`config.mk`:
```
export PLATFORM = sky130hd
export DESIGN_NAME = pdei_top
export DESIGN_NICKNAME = d
export VERILOG_FILES = /design/src/rtl/pdei_pkg.sv /design/src/rtl/pdei_det_if.sv /design/src/rtl/pdei_detect.sv /design/src/rtl/pdei_top.sv
export SDC_FILE = /design/constraint.sdc
export NUM_CORES = 1
export LEC_CHECK = 0
export BUFFER_PORTS_ARGS = -buffer_cell sky130_fd_sc_hd__buf_4
export CAP_MARGIN = 0
export CORE_MARGIN = 4
export CORE_UTILIZATION = 50
export DETAILED_ROUTE_END_ITERATION = 10
export PLACE_DENSITY = 0.67
export REMOVE_ABC_BUFFERS = 1
export SLEW_MARGIN = 40
export SYNTH_ARGS = -nofsm -noshare
export SYNTH_HDL_FRONTEND = slang
export SYNTH_SLANG_ARGS = --single-unit
```
`constraint.sdc`:
```
create_clock -name i_clock -period 2.2 [get_ports i_clock]
set_input_delay 0.44 -clock i_clock [delete_from_list [all_inputs] [get_ports i_clock]]
set_output_delay 0.44 -clock i_clock [all_outputs]
set_load 0.03 [all_outputs]
```
`src/rtl/pdei_pkg.sv`:
```
// Constants shared by the port D external interrupt detector.
// Assumes a 32-bit AXI4-Lite register window decoded on 12 address bits.
package pdei_pkg;

    localparam int unsigned CHANNELS   = 23;
    localparam int unsigned MODE_W     = 4;
    localparam int unsigned WORD_W     = 32;
    localparam int unsigned MODE_WORDS = 3;
    localparam int unsigned ADDR_W     = 12;

    // ------------------------------------------------------------
    // Register byte offsets
    // ------------------------------------------------------------
    localparam logic [11:0] OFS_MODE_LOW  = 12'h260;
    localparam logic [11:0] OFS_MODE_MID  = 12'h264;
    localparam logic [11:0] OFS_MODE_HIGH = 12'h268;
    localparam logic [11:0] OFS_ENABLES   = 12'h270;
    localparam logic [11:0] OFS_PENDING   = 12'h274;
    localparam logic [11:0] OFS_DEBOUNCE  = 12'h278;

    // ------------------------------------------------------------
    // Fields and reset values
    // ------------------------------------------------------------
    localparam int unsigned PRESCALE_LSB = 4;
    localparam int unsigned PRESCALE_W   = 3;
    localparam int unsigned DIV_W        = 7;
    localparam logic [31:0] RESET_WORD   = 32'h0000_0000;
    localparam logic [2:0]  RESET_PRESCALE = 3'h0;

    localparam logic [1:0] RESP_OKAY   = 2'h0;
    localparam logic [1:0] RESP_SLVERR = 2'h2;

    // ------------------------------------------------------------
    // Trigger modes
    // ------------------------------------------------------------
    typedef enum logic [3:0] {
        PDEI_RISE = 4'h0,
        PDEI_FALL = 4'h1,
        PDEI_HIGH = 4'h2,
        PDEI_LOW  = 4'h3,
        PDEI_BOTH = 4'h4
    } pdei_mode_t;

endpackage : pdei_pkg

```
`src/rtl/pdei_det_if.sv`:
```
// Link between the register side and the per-channel trigger detector.
// Assumes both ends run on the same clock.
`timescale 1ns/10ps
`default_nettype none
interface pdei_det_if #(
    parameter int unsigned CHANNELS = 23
);
    logic                    tick;
    logic [CHANNELS-1:0]     level;
    logic [4*CHANNELS-1:0]   mode;
    logic [CHANNELS-1:0]     hit;

    modport ctrl (output tick, output level, output mode, input hit);
    modport det  (input tick, input level, input mode, output hit);
endinterface : pdei_det_if
`default_nettype wire

```
`src/rtl/pdei_detect.sv`:
```
// Per-channel trigger detector, evaluated on each debounce sample tick.
// Assumes levels are already synchronised to i_clock.
`timescale 1ns/10ps
`default_nettype none
module pdei_detect #(
    parameter int unsigned CHANNELS = 23
) (
    input  wire logic  i_clock,
    input  wire logic  i_rstn,
    input  wire logic  i_ce,
    pdei_det_if.det    det
);
    logic [CHANNELS-1:0] prev_q;
    logic [CHANNELS-1:0] hit_c;

    function automatic logic trig(input logic [3:0] mode, input logic cur, input logic prv);
        case (mode)
            pdei_pkg::PDEI_RISE: trig = cur & ~prv;
            pdei_pkg::PDEI_FALL: trig = ~cur & prv;
            pdei_pkg::PDEI_HIGH: trig = cur;
            pdei_pkg::PDEI_LOW:  trig = ~cur;
            pdei_pkg::PDEI_BOTH: trig = cur ^ prv;
            // Reserved codes never trigger
            default:             trig = 1'b0;
        endcase
    endfunction : trig

    // sampled only on debounce tick
    always_ff @(posedge i_clock) begin
        if (!i_rstn) begin
            prev_q <= '0;
        end else if (i_ce && det.tick) begin
            prev_q <= det.level;
        end
    end

    genvar g;
    generate
        for (g = 0; g < CHANNELS; g++) begin : g_chan
            // mode decode per channel
            assign hit_c[g] = det.tick & trig(det.mode[4*g +: 4], det.level[g], prev_q[g]);
        end
    endgenerate

    assign det.hit = hit_c;
endmodule : pdei_detect
`default_nettype wire

```
`src/rtl/pdei_top.sv`:
```
// Port D external interrupt detector: mode, enable and pending registers
// behind an AXI4-Lite slave, pin synchronisers and a debounce prescaler.
// Assumes pins are asynchronous and the bus runs on i_clock.
//
// Overview of operation
// 4-bit mode per channel, eight per word
// Modes rise, fall, high, low, both edges
// Third word holds channels 16 to 22
// Enable bit per channel, upper bits unused
// Pending bit per channel, write one clears
// All registers read zero after reset
// Pins sampled at clock over two-power prescale
// Detection sets pending; enabled pending raises interrupt
`timescale 1ns/10ps
`default_nettype none
module pdei_top #(
    parameter int unsigned CHANNELS = pdei_pkg::CHANNELS
) (
    input  wire logic                 i_clock,
    input  wire logic                 i_rstn,
    input  wire logic                 i_ce,
    input  wire logic [CHANNELS-1:0]  i_pins,
    output logic                      o_irq,
    input  wire logic                 i_awvalid,
    output logic                      o_awready,
    input  wire logic [11:0]          i_awaddr,
    input  wire logic                 i_wvalid,
    output logic                      o_wready,
    input  wire logic [31:0]          i_wdata,
    input  wire logic [3:0]           i_wstrb,
    output logic                      o_bvalid,
    input  wire logic                 i_bready,
    output logic [1:0]                o_bresp,
    input  wire logic                 i_arvalid,
    output logic                      o_arready,
    input  wire logic [11:0]          i_araddr,
    output logic                      o_rvalid,
    input  wire logic                 i_rready,
    output logic [31:0]               o_rdata,
    output logic [1:0]                o_rresp
);
    localparam int unsigned MODE_BITS = pdei_pkg::MODE_WORDS * pdei_pkg::WORD_W;

    generate
        if (CHANNELS < 1 || CHANNELS > pdei_pkg::CHANNELS) begin : g_bad
            $error("pdei_top: CHANNELS must be 1 to 23");
        end
    endgenerate

    // ------------------------------------------------------------
    // State
    // ------------------------------------------------------------
    logic [MODE_BITS-1:0]       mode_q;
    logic [MODE_BITS-1:0]       mode_d;
    logic [CHANNELS-1:0]        enable_q;
    logic [CHANNELS-1:0]        pending_q;
    logic [CHANNELS-1:0]        pending_d;
    logic [CHANNELS-1:0]        pend_clr;
    logic [2:0]                 prescale_q;
    logic [pdei_pkg::DIV_W-1:0] div_q;
    logic [pdei_pkg::DIV_W-1:0] div_mask;
    logic [CHANNELS-1:0]        sync1_q;
    logic [CHANNELS-1:0]        sync2_q;
    logic                       bvalid_q;
    logic [1:0]                 bresp_q;
    logic                       rvalid_q;
    logic [31:0]                rdata_q;
    logic [1:0]                 rresp_q;
    logic                       wr_en;
    logic                       rd_en;
    logic [31:0]                wmask;
    logic [31:0]                rd_word;
    logic                       rd_ok;
    logic                       wr_ok;
    logic [11:0]                waddr;
    logic [11:0]                raddr;

    pdei_det_if #(.CHANNELS(CHANNELS)) det_bus ();

    // ------------------------------------------------------------
    // Pin synchroniser
    // ------------------------------------------------------------
    // Second stage is the only reader of the first
    always_ff @(posedge i_clock) begin
        if (!i_rstn) begin
            sync1_q <= '0;
            sync2_q <= '0;
        end else if (i_ce) begin
            sync1_q <= i_pins;
            sync2_q <= sync1_q;
        end
    end

    // ------------------------------------------------------------
    // Debounce prescaler
    // ------------------------------------------------------------
    // tick once per two-power cycles
    assign div_mask = pdei_pkg::DIV_W'((8'h01 << prescale_q) - 8'h01);

    always_ff @(posedge i_clock) begin
        if (!i_rstn) begin
            div_q <= '0;
        end else if (i_ce) begin
            div_q <= div_q + 1'b1;
        end
    end

    assign det_bus.tick  = ((div_q & div_mask) == div_mask);
    assign det_bus.level = sync2_q;
    assign det_bus.mode  = mode_q[4*CHANNELS-1:0];

    pdei_detect #(.CHANNELS(CHANNELS)) u_detect (
        .i_clock (i_clock),
        .i_rstn  (i_rstn),
        .i_ce    (i_ce),
        .det     (det_bus)
    );

    // ------------------------------------------------------------
    // AXI4-Lite handshake
    // ------------------------------------------------------------
    // Address and data taken together; simpler than two skid slots
    assign o_awready = i_ce & i_awvalid & i_wvalid & ~bvalid_q;
    assign o_wready  = o_awready;
    assign wr_en     = o_awready;
    assign o_arready = i_ce & ~rvalid_q;
    assign rd_en     = i_arvalid & o_arready;
    assign waddr     = {i_awaddr[11:2], 2'b00};
    assign raddr     = {i_araddr[11:2], 2'b00};

    always_comb begin
        for (int b = 0; b < 4; b++) begin
            wmask[8*b +: 8] = {8{i_wstrb[b]}};
        end
    end

    always_comb begin
        case (waddr)
            pdei_pkg::OFS_MODE_LOW,
            pdei_pkg::OFS_MODE_MID,
            pdei_pkg::OFS_MODE_HIGH,
            pdei_pkg::OFS_ENABLES,
            pdei_pkg::OFS_PENDING,
            pdei_pkg::OFS_DEBOUNCE: wr_ok = 1'b1;
            default:                wr_ok = 1'b0;
        endcase
    end

    // ------------------------------------------------------------
    // Mode registers
    // ------------------------------------------------------------
    always_comb begin
        mode_d = mode_q;
        if (wr_en) begin
            // eight fields per word
            for (int w = 0; w < pdei_pkg::MODE_WORDS; w++) begin
                if (waddr == pdei_pkg::OFS_MODE_LOW + 12'(4 * w)) begin
                    mode_d[32*w +: 32] = (mode_q[32*w +: 32] & ~wmask) | (i_wdata & wmask);
                end
            end
        end
        // channels beyond the port stay zero
        mode_d[MODE_BITS-1:4*CHANNELS] = '0;
    end

    // zero after reset
    always_ff @(posedge i_clock) begin
        if (!i_rstn) begin
            mode_q <= {pdei_pkg::MODE_WORDS{pdei_pkg::RESET_WORD}};
        end else if (i_ce) begin
            mode_q <= mode_d;
        end
    end

    // ------------------------------------------------------------
    // Enable and prescale registers
    // ------------------------------------------------------------
    always_ff @(posedge i_clock) begin
        if (!i_rstn) begin
            enable_q   <= '0;
            prescale_q <= pdei_pkg::RESET_PRESCALE;
        end else if (i_ce && wr_en) begin
            // one enable per channel
            if (waddr == pdei_pkg::OFS_ENABLES) begin
                enable_q <= (enable_q & ~wmask[CHANNELS-1:0])
                          | (i_wdata[CHANNELS-1:0] & wmask[CHANNELS-1:0]);
            end
            if (waddr == pdei_pkg::OFS_DEBOUNCE && i_wstrb[0]) begin
                prescale_q <= i_wdata[pdei_pkg::PRESCALE_LSB +: pdei_pkg::PRESCALE_W];
            end
        end
    end

    // ------------------------------------------------------------
    // Pending flags and interrupt
    // ------------------------------------------------------------
    // write one clears, strobed bytes only
    assign pend_clr = (wr_en && waddr == pdei_pkg::OFS_PENDING)
                    ? (i_wdata[CHANNELS-1:0] & wmask[CHANNELS-1:0]) : '0;

    // a new hit wins over a clear
    assign pending_d = (pending_q & ~pend_clr) | det_bus.hit;

    always_ff @(posedge i_clock) begin
        if (!i_rstn) begin
            pending_q <= '0;
        end else if (i_ce) begin
            pending_q <= pending_d;
        end
    end

    // enabled and pending drive the request
    assign o_irq = |(pending_q & enable_q);

    // ------------------------------------------------------------
    // Write response
    // ------------------------------------------------------------
    always_ff @(posedge i_clock) begin
        if (!i_rstn) begin
            bvalid_q <= 1'b0;
            bresp_q  <= pdei_pkg::RESP_OKAY;
        end else if (i_ce) begin
            if (wr_en) begin
                bvalid_q <= 1'b1;
                bresp_q  <= wr_ok ? pdei_pkg::RESP_OKAY : pdei_pkg::RESP_SLVERR;
            end else if (i_bready) begin
                bvalid_q <= 1'b0;
            end
        end
    end

    assign o_bvalid = bvalid_q;
    assign o_bresp  = bresp_q;

    // ------------------------------------------------------------
    // Read path
    // ------------------------------------------------------------
    always_comb begin
        rd_word = pdei_pkg::RESET_WORD;
        rd_ok   = 1'b1;
        case (raddr)
            pdei_pkg::OFS_MODE_LOW:  rd_word = mode_q[31:0];
            pdei_pkg::OFS_MODE_MID:  rd_word = mode_q[63:32];
            pdei_pkg::OFS_MODE_HIGH: rd_word = mode_q[95:64];
            pdei_pkg::OFS_ENABLES:   rd_word = 32'(enable_q);
            pdei_pkg::OFS_PENDING:   rd_word = 32'(pending_q);
            pdei_pkg::OFS_DEBOUNCE:  rd_word = 32'(prescale_q) << pdei_pkg::PRESCALE_LSB;
            default:                 rd_ok   = 1'b0;
        endcase
    end

    always_ff @(posedge i_clock) begin
        if (!i_rstn) begin
            rvalid_q <= 1'b0;
            rdata_q  <= pdei_pkg::RESET_WORD;
            rresp_q  <= pdei_pkg::RESP_OKAY;
        end else if (i_ce) begin
            if (rd_en) begin
                rvalid_q <= 1'b1;
                rdata_q  <= rd_word;
                rresp_q  <= rd_ok ? pdei_pkg::RESP_OKAY : pdei_pkg::RESP_SLVERR;
            end else if (i_rready) begin
                rvalid_q <= 1'b0;
            end
        end
    end

    assign o_rvalid = rvalid_q;
    assign o_rdata  = rdata_q;
    assign o_rresp  = rresp_q;
endmodule : pdei_top
`default_nettype wire

```
==> qor.csv, run 1 <==
stage,metric,value,unit
global_route,antenna_found_initial,0,
flow_run,drv_cap,0,
global_route,grt.total_usage,25.2,%
sta,fin_crit_sh,114,%
drt,ant_nets,0,
final_layout,nets,1678,
final_layout,area_growth,20.8,%
drt,dr.pass1.iters,5,
sta,worst_slew_pin_slew,0.701,ns
worst_setup_path,r2r-start,det_bus.level[5],
worst_setup_path,worst_r2r_endpoint,pending_q[5],
power,vdd_drop_max,754,uV
sta,clock_skew,0.0195,ns
sta,finalCriticalPeriod,2.50,ns
yosys,syn_avg_cell_area,9.34,um^2
final_layout,multiInputGateArea,7370,um^2
clock_tree,cts_htree_levels,1,
worst_setup_path,worstSetupPathType,flip-flop to primary output,
worst_setup_path,r2r_slack,0.26,ns
power,power_switching,2.37,mW
clock_tree,cts_tree,built,
drt,drc,0,
power,p_int,8.34,mW
global_route,grt-ovfl-total,0,
sta,finalHoldViolCount,0,
clock_tree,clock_latency,0.55,ns
drt,vias_per_cell,5.67,
global_route,grt_max_degree,157,
worst_setup_path,r2r_cells,7,
drt,drtIter0Drc,766,
worst_setup_path,setup.worst_path.end_class,primary output,
die,initial_core_util,51.3,%
global_route,grt_pass1_vias,10304,
final_layout,final_layout_size_suffix_gt1_share,19.9,%
yosys,synth-seq-cells,253,
power,sw_frac_of_total,22.1,%
yosys,syn-instance-count,1395,
worst_setup_path,crit_fanout,3,
final_layout,postLayoutCoreUtil,62.0,%
yosys,synth-edff-count,0,
die,die_h,169,um
yosys,ys_warn_count,0,
clock_tree,path_clk_slew,0.06,ns
final_layout,num-fill-cells,2162,
hold_path,hold-path-endpoint,sync1_q[15],
final_layout,final_cells,1888,
placement,gp_congestion,0.877,
drt,vias,10705,
power,clock_power_share,48.9,%
placement,dp_cells,1839,
clock_tree,cts.path.max_buffers,3,
final_layout,mostFrequentLayoutCells,"dfxtp_1, buf_4, mux2i_1, nor2b_1, nand2_1",
die,pin_count,133,
run_status,outcome,"finished, violations left",
clock_tree,clockRootBuffer,clkbuf_16,
die,core,25400,um^2
power,pwr-share-seq,43.9,%
power,combinationalPowerShare,7.1,%
power,power_density,680,nW/um^2
die,die_w,169,um
hold_path,hold_class,input pin to flip-flop,
yosys,synth_seq_area_share,38.9,%
yosys,synth_flop_cell,dfxtp_1,
hold_path,holdPathStages,3,
drt,totalWireLength,37100,um
drt,avgRoutedWirePerCell,19.7,um
worst_setup_path,startpoint_type,flip-flop,
yosys,synthArstFlopShare,0,%
placement,numPortBuffers,126,
sta,setup_slack,-0.298,ns
clock_tree,cts_buffers,28,
worst_setup_path,cp.required,1.76,ns
sta,max_slew_margin,53.3,%
die,die_area,28700,um^2
yosys,netlist_area,13000,um^2
worst_setup_path,cp.arrival,2.06,ns
placement,hpwl,26700,um
die,core.rowCount,58,
final_layout,antenna_cells,0,
final_layout,regArea,5070,um^2
hold_path,min_from,i_pins[15],
global_route,grt_first_pass_wirelength,58100,um
yosys,synth_cell_types,64,
clock_tree,cts.sinks,253,
final_layout,final_common_cell,dfxtp_1,
sta,setup_viol_count_final,1,
sta,slew_viol_final,0,
power,p_leak,6.19,nW
sta,max_freq,400,MHz
sta,rsz0062_at_grt,yes,
run_status,violations,negative setup slack,
==> power by group through the flow <==
stage	registers (mW)	logic, mW	clock network (mW)
finish	4.70	0.763	5.24
global route	4.71	0.824	5.50
CTS	4.70	0.762	5.31
detailed placement	4.80	0.759	0
global placement	4.80	0.745	0
floorplan	4.80	0.301	0
==> per-stage QoR <==
step           cell area, um^2  total power [mW]  setup WS [ns]  setup TNS, ns  hold WS [ns]
2_1_floorplan            12700              5.10         -0.776         -12.74         0.446
3_3_place_gp             14700              5.54         0.0711              0         0.443
3_5_place_dp             14700              5.56       -0.00597       -0.00597         0.447
4_1_cts                  15700              10.8         -0.292         -0.292         0.137
5_1_grt                  15700              11.0         -0.372         -0.372         0.157
6_report                 15700              10.7         -0.298         -0.298         0.150
==> cells in the mapped netlist (13+ instances only) <==
cell      instances  area share (%)
a221o_1          14             1.1
inv_1            72             2.1
nand2_1          95             2.7
nor4_1           18            0.86
mux2i_1         164              13
buf_2            13            0.50
a21oi_1          19            0.73
mux2_2           49             4.2
a31oi_1          14            0.67
nor2b_1         153             7.3
nor2_1           28            0.81
o21ai_0          66             2.5
clkbuf_1         59             1.7
ha_1             47             4.5
or4_1            14            0.81
a22oi_1          30             1.7
a211o_1          13            0.87
dfxtp_1         253              39
a21boi_0         70             4.0
nand3_1          68             2.6
==> worst max-delay path by stage <==
| stage | from | to | slack, ns |
|---|---|---|---|
| final | flip-flop | o_irq | -0.30 |
| after floorplan | o_bvalid | flip-flop | -0.78 |
| after CTS | pending_q[17] | o_irq | -0.29 |
| after detailed placement | i_awaddr[4] | flip-flop | -0.006 |
| after global routing | flip-flop | o_irq | -0.37 |
| after global placement | i_awaddr[4] | flip-flop | 0.07 |
==> logic make-up (layout without fill, tap and decap cells) <==
kind of cell               after synthesis  in the layout  synth area share, %
and+or+nand+nor                        444            444                 19.5
AOI/OAI and AO/OA                      276            276                 14.8
DFF                                    253            253                 38.9
muxes                                  215            215                 17.2
buffers and inverters                  154            316                 4.72
adders and majority gates               47             47                 4.51
xor gates and xnor gates                 5              5                0.336
other                                    1              2               0.0288
==> worst max-delay path, stage by stage (launching register included) <==
cell and delay, ns:
dfxtp_2 0.32, a222oi_1 0.50, nand3_1 0.16, nor2_1 0.13, nand4_1 0.20, buf_6 0.21
==> layout make-up <==
| class | instances | area share [%] |
|---|---|---|
| Multi-Input combinational cell | 989 | 46.8 |
| Sequential cell | 253 | 32.2 |
| Clock buffer | 36 | 5.03 |
| Timing Repair Buffer | 195 | 10.0 |
| Clock inverter | 12 | 1.55 |
| Tap cell | 330 | 2.62 |
| Inverter | 73 | 1.74 |
==> repair_timing <==
item	4_1_cts	5_1_grt
pin swaps	4	3
gates cloned	0	0
buffers inserted	1	0
gates resized for setup	2	1
hold buffers	0	0
setup endpoints to repair	1	1
==> per-layer routing <==
metal  share of wire, %  GRT usage, %  wire, um  vias to the layer above
met3                5.9          3.84      2170                       56
li1                   -             -         -                     5252
met2                 47          40.9     17300                      286
met4                2.4          6.90       906                        0
met5                  0             0         0                        -
met1                 45          35.2     16800                     5111
Note: power is estimated with default switching activity, not from simulation.
==> inputs of run 2 (changes only) <==
- CORE_UTILIZATION: 50 -> 44
- PLACE_DENSITY: 0.67 -> 0.6
==> qor.csv, run 2 (synthesis gave the netlist of run 1 again) <==
stage,metric,value,unit
die,die_w,180,um
sta,finalHoldViolCount,0,
worst_setup_path,cp_slowest_cell,a222oi_1,
worst_setup_path,cp_top_family,simple AND/OR/NAND/NOR gates,
global_route,grt.total_usage,23.1,%
sta,worst_slew_pin_slew,0.521,ns
drt,dr.pass1.iters,5,
worst_setup_path,cp_cell_sequence,"a222oi_1, nand3_1, nor2_1, nand4_1, buf_6",
flow_run,drv_cap,0,
power,p_int,7.87,mW
sta,slew_viol_final,0,
die,die_area,32400,um^2
worst_setup_path,setup.worst_path.end_class,primary output,
sta,max_freq,414,MHz
clock_tree,cts_buffers,29,
final_layout,multiInputGateArea,7370,um^2
drt,avgRoutedWirePerCell,20.0,um
run_status,violations,negative setup slack,
power,power_switching,2.38,mW
sta,rsz0062_at_grt,yes,
die,die_h,180,um
placement,numPortBuffers,126,
power,power_density,649,nW/um^2
global_route,grt_max_degree,97,
drt,dr.max_layer_used,met5,
power,p_leak,6.19,nW
final_layout,area_growth,21.2,%
placement,dp_cells,1897,
worst_setup_path,r2r_slack,0.26,ns
final_layout,final_layout_size_suffix_gt1_share,20.2,%
power,combinationalPowerShare,7.5,%
power,pwr-share-seq,45.9,%
drt,drt-met1-wl,17800,um
placement,hpwl,28200,um
clock_tree,cts.sinks,253,
global_route,antenna_found_initial,3,
placement,gp_congestion,0.900,
clock_tree,clockRootBuffer,clkbuf_16,
sta,setup_slack,-0.213,ns
clock_tree,cts_tree,built,
clock_tree,cts.path.max_buffers,3,
drt,vias,10843,
drt,drc,0,
final_layout,final_cells,1951,
final_layout,regArea,5070,um^2
die,initial_core_util,45.0,%
clock_tree,cts_htree_levels,1,
drt,drtIter0Drc,775,
final_layout,postLayoutCoreUtil,54.6,%
drt,totalWireLength,39100,um
sta,clock_skew,0.0122,ns
hold_path,hold_class,input pin to flip-flop,
sta,finalCriticalPeriod,2.41,ns
die,core.rowCount,62,
worst_setup_path,startpoint_type,flip-flop,
drt,dr_wl_met2,18100,um
power,sw_frac_of_total,23.3,%
power,vdd_drop_max,537,uV
sta,worst_hold_slack,0.147,ns
final_layout,nets,1684,
drt,ant_nets,0,
clock_tree,hold_buffers,0,
global_route,grt-ovfl-total,0,
worst_setup_path,cp.arrival,1.97,ns
worst_setup_path,crit_fanout,2,
global_route,grt_pass1_vias,10418,
die,core,28900,um^2
clock_tree,clock_latency,0.55,ns
clock_tree,path_clk_slew,0.06,ns
worst_setup_path,worstPathBufferInverterCount,1,
sta,setup_viol_count_final,1,
final_layout,num-fill-cells,2635,
sta,fin_crit_sh,110,%
die,pin_count,133,
final_layout,antenna_cells,0,
global_route,grt_first_pass_wirelength,60500,um
run_status,outcome,"finished, violations left",
power,clock_power_share,46.6,%
drt,vias_per_cell,5.56,
power,power,10.2,mW
worst_setup_path,worstSetupPathType,flip-flop to primary output,
final_layout,final_common_cell,dfxtp_1,
worst_setup_path,worst_path_largest_cell_delay,0.42,ns
worst_setup_path,cp.required,1.76,ns
final_layout,mostFrequentLayoutCells,"dfxtp_1, buf_4, mux2i_1, nor2b_1, nand2_1",
sta,max_slew_margin,65.3,%
drt,met3_length,2240,um
-- run 2: cell types whose count changed in the layout (fill, tap and decap cells not counted), moves of 2 or more --
cell       before  now
clkbuf_1        3    7
bufinv_16       7    1
buf_12          9   11
clkbuf_8        4   10
buf_4         185  187
-- run 2: routing by layer --
layer  vias to the layer above  GRT usage [%]
met2                       288           38.0
met3                        65           4.04
met4                         6           6.08
met1                      5213           31.6
met5                         -              0
li1                       5271              -
-- run 2: worst min-delay path, delay by kind of cell --
family,cells,cell delay [ns]
buffers and inverters,1,0.08
muxes,1,0.05
and+or+nand+nor,1,0.09
-- run 2: final timing paths --
kind | cells after the start | from | end
worst max-delay path | 5 | flip-flop | o_irq
worst min-delay path | 3 | i_pins[19] | sync1_q[19]
worst max register to register | 7 | det_bus.level[12] | pending_q[12]
worst min register to register | 2 | o_rdata[26] | o_rdata[26]
-- run 2: cell type report --
class	count	share of cell area [%]
tap	384	3.04
clock inverter	6	0.388
sequential	253	32.1
inverter	73	1.74
clock buffer	46	5.63
timing repair buffer	200	10.4
multi-input combinational	989	46.7
-- run 2: repair_timing --
item	4_1_cts	5_1_grt
setup buffers	1	1
pin swaps	3	3
gates resized for setup	3	1
endpoints found under the setup margin	1	1
-- run 2: metrics by stage --
step	setup TNS [ns]	worst slack, ns	area, um^2
finish	-0.213	-0.213	15800
global placement	0	0.0579	14800
detailed placement	0	0.0200	14800
floorplan	-12.74	-0.776	12700
CTS	-0.268	-0.268	15800
global route	-0.246	-0.246	15800
-- run 2: power by group through the flow --
| stage | sequential, mW | clock (mW) | combinational [mW] |
|---|---|---|---|
| after floorplan | 4.80 | 0 | 0.301 |
| after global placement | 4.80 | 0 | 0.759 |
| after detailed placement | 4.80 | 0 | 0.770 |
| after CTS | 4.70 | 4.88 | 0.774 |
| after global routing | 4.71 | 5.07 | 0.836 |
| final | 4.70 | 4.77 | 0.773 |
==> inputs of run 3 (changes only) <==
- ABC_AREA: unset -> 1
- PLACE_DENSITY: 0.6 -> 0.61
==> qor.csv, run 3 <==
stage,metric,value,unit
clock_tree,clock_latency,0.55,ns
drt,totalWireLength,38900,um
power,power_switching,2.57,mW
power,combinationalPowerShare,9.0,%
die,core.rowCount,61,
final_layout,mostFrequentLayoutCells,"nand2_1, dfxtp_1, nor2_1, a21oi_1, o21ai_0",
die,core,27900,um^2
worst_setup_path,r2r_slack,0.47,ns
worst_setup_path,r2r_cells,7,
clock_tree,path_clk_slew,0.06,ns
placement,gp_congestion,0.878,
worst_setup_path,crit_fanout,3,
final_layout,area_growth,19.4,%
clock_tree,cts.path.max_buffers,3,
flow_run,drv_cap,0,
power,p_int,7.61,mW
power,pwr-share-seq,47.1,%
sta,finalCriticalPeriod,2.20,ns
drt,vias,12305,
hold_path,hold_class,input pin to flip-flop,
yosys,synth_flop_cell,dfxtp_1,
die,initial_core_util,44.7,%
power,sw_frac_of_total,25.3,%
worst_setup_path,crit_path_frequent_cell,nand4_1,
yosys,syn_avg_cell_area,6.71,um^2
yosys,synth_seq_area_share,40.7,%
placement,numPortBuffers,126,
global_route,antenna_found_initial,0,
power,p_leak,6.49,nW
run_status,outcome,finished clean,
clock_tree,cts_tree,built,
yosys,synth-seq-cells,253,
final_layout,antenna_cells,0,
placement,place_ws,0.0824,ns
yosys,synth_cell_types,35,
worst_setup_path,worstSetupPathType,flip-flop to primary output,
sta,setup_viol_count_final,0,
worst_setup_path,cp.required,1.76,ns
clock_tree,cts.sinks,253,
yosys,ys_warn_count,0,
global_route,grt-ovfl-total,0,
die,die_area,31100,um^2
clock_tree,clockRootBuffer,clkbuf_16,
sta,rsz0062_at_grt,yes,
drt,avgRoutedWirePerCell,16.3,um
die,pin_count,133,
clock_tree,cts_buffers,29,
global_route,grt_first_pass_wirelength,62000,um
final_layout,final_layout_size_suffix_gt1_share,12.0,%
drt,vias_per_cell,5.17,
worst_setup_path,setup.worst_path.end_class,primary output,
sta,worst_hold_slack,0.110,ns
sta,fin_crit_sh,99.9,%
worst_setup_path,worstPathBufferInverterCount,1,
yosys,synth_top_area_cell,dfxtp_1,
power,power_density,684,nW/um^2
global_route,grt_pass1_vias,11736,
sta,setup_slack,0.00209,ns
worst_setup_path,cp_slowest_cell,dfxtp_1,
placement,hpwl,27500,um
clock_tree,cts_htree_levels,1,
sta,clock_skew,0.00846,ns
power,clock_power_share,43.9,%
power,vdd_drop_max,661,uV
drt,dr.pass1.iters,7,
yosys,synth_common_cells,"nand2_1, dfxtp_1, nor2_1",
yosys,yosysMostFrequentCell,nand2_1,
drt,drtIter0Drc,900,
die,die_h,176,um
drt,drc,0,
drt,ant_nets,0,
final_layout,nets,2123,
final_layout,final_common_cell,nand2_1,
global_route,grt.total_usage,24.6,%
sta,finalHoldViolCount,0,
worst_setup_path,startpoint_type,flip-flop,
clock_tree,cts_setup_buffers,0,
sta,slew_viol_final,0,
worst_setup_path,endpoint,o_irq,
hold_path,holdPathStages,3,
sta,worst_slew_pin_slew,0.509,ns
worst_setup_path,crit_cells,5,
sta,max_slew_margin,66.1,%
yosys,synth-edff-count,0,
worst_setup_path,r2r-start,o_bvalid,
yosys,netlist_area,12500,um^2
yosys,synth_area_leaders,"dfxtp_1, nand2_1, a21oi_1",
worst_setup_path,cp_top_family,simple AND/OR/NAND/NOR gates,
worst_setup_path,cp.arrival,1.76,ns
yosys,syn-instance-count,1857,
die,die_w,176,um
worst_setup_path,cp_cell_sequence,"nand2_1, nand4_1, a211oi_2, nand4_1, buf_4",
worst_setup_path,worst_path_largest_cell_delay,0.33,ns
yosys,synthArstFlopShare,0,%
sta,max_freq,455,MHz
yosys,netlist.area_leader.share,40.7,%
global_route,grt_max_degree,73,
==> run 3: how the worst min path moves through the flow <==
stage / from / to
after floorplan: flip-flop / flip-flop
after global placement: flip-flop / flip-flop
after detailed placement: flip-flop / flip-flop
after CTS: i_pins[1] / sync1_q[1]
after global routing: i_pins[6] / sync1_q[6]
final: i_pins[9] / sync1_q[9]
==> run 3: repair_timing <==
item                                    in CTS  in global routing
endpoints found under the setup margin       1                  1
resized for setup                            1                  0
hold buffers                                 0                  0
==> run 3: final cells by class <==
| class | instances | area [um^2] |
|---|---|---|
| clock buffer | 45 | 826 |
| sequential | 253 | 5060 |
| tap | 378 | 473 |
| clock inverter | 4 | 27.5 |
| inverter | 187 | 703 |
| multi-input combinational | 1336 | 6350 |
| timing repair buffer | 178 | 1420 |
| fill | 2828 | 13000 |
==> run 3: stage by stage <==
step	TNS (ns)	util (%)	total power [mW]	cell area, um^2	cells
6_report	0	53.4	10.2	14900	2381
3_5_place_dp	0	50.3	5.80	14000	2332
4_1_cts	0	53.4	10.3	14900	2381
5_1_grt	-0.0502	53.4	10.6	14900	2381
3_3_place_gp	0	50.3	5.79	14000	2332
2_1_floorplan	-39.05	-	5.30	12100	1776
==> run 3: kinds of logic (layout without fill, tap and decap cells) <==
group	after synthesis	in the layout	share of synthesized area, %
buffers and inverters	269	414	8.48
adders and majority gates	47	47	4.72
other	1	2	0.0301
AOI/OAI and AO/OA	407	407	16.8
DFF	253	253	40.7
and+or+nand+nor	880	880	29.3
==> run 3: power by group through the flow <==
stage / sequential, mW / clock, mW / combinational, mW
finish: 4.80 / 4.47 / 0.915
detailed placement: 4.89 / 0 / 0.911
CTS: 4.80 / 4.54 / 0.917
global placement: 4.89 / 0 / 0.899
global route: 4.81 / 4.72 / 1.03
floorplan: 4.89 / 0 / 0.418
==> run 3: worst min-delay path: cells and delay by family <==
family                 cells  cell delay [ns]
buffers and inverters      1             0.07
and+or+nand+nor            2             0.11
==> run 3: layer usage <==
metal	global-route usage, %	vias to the layer above	wire length (um)
met1	34.8	5658	18200
met2	39.0	330	17100
met4	7.31	0	1140
met3	3.88	64	2350
met5	0	-	0
li1	-	6253	-
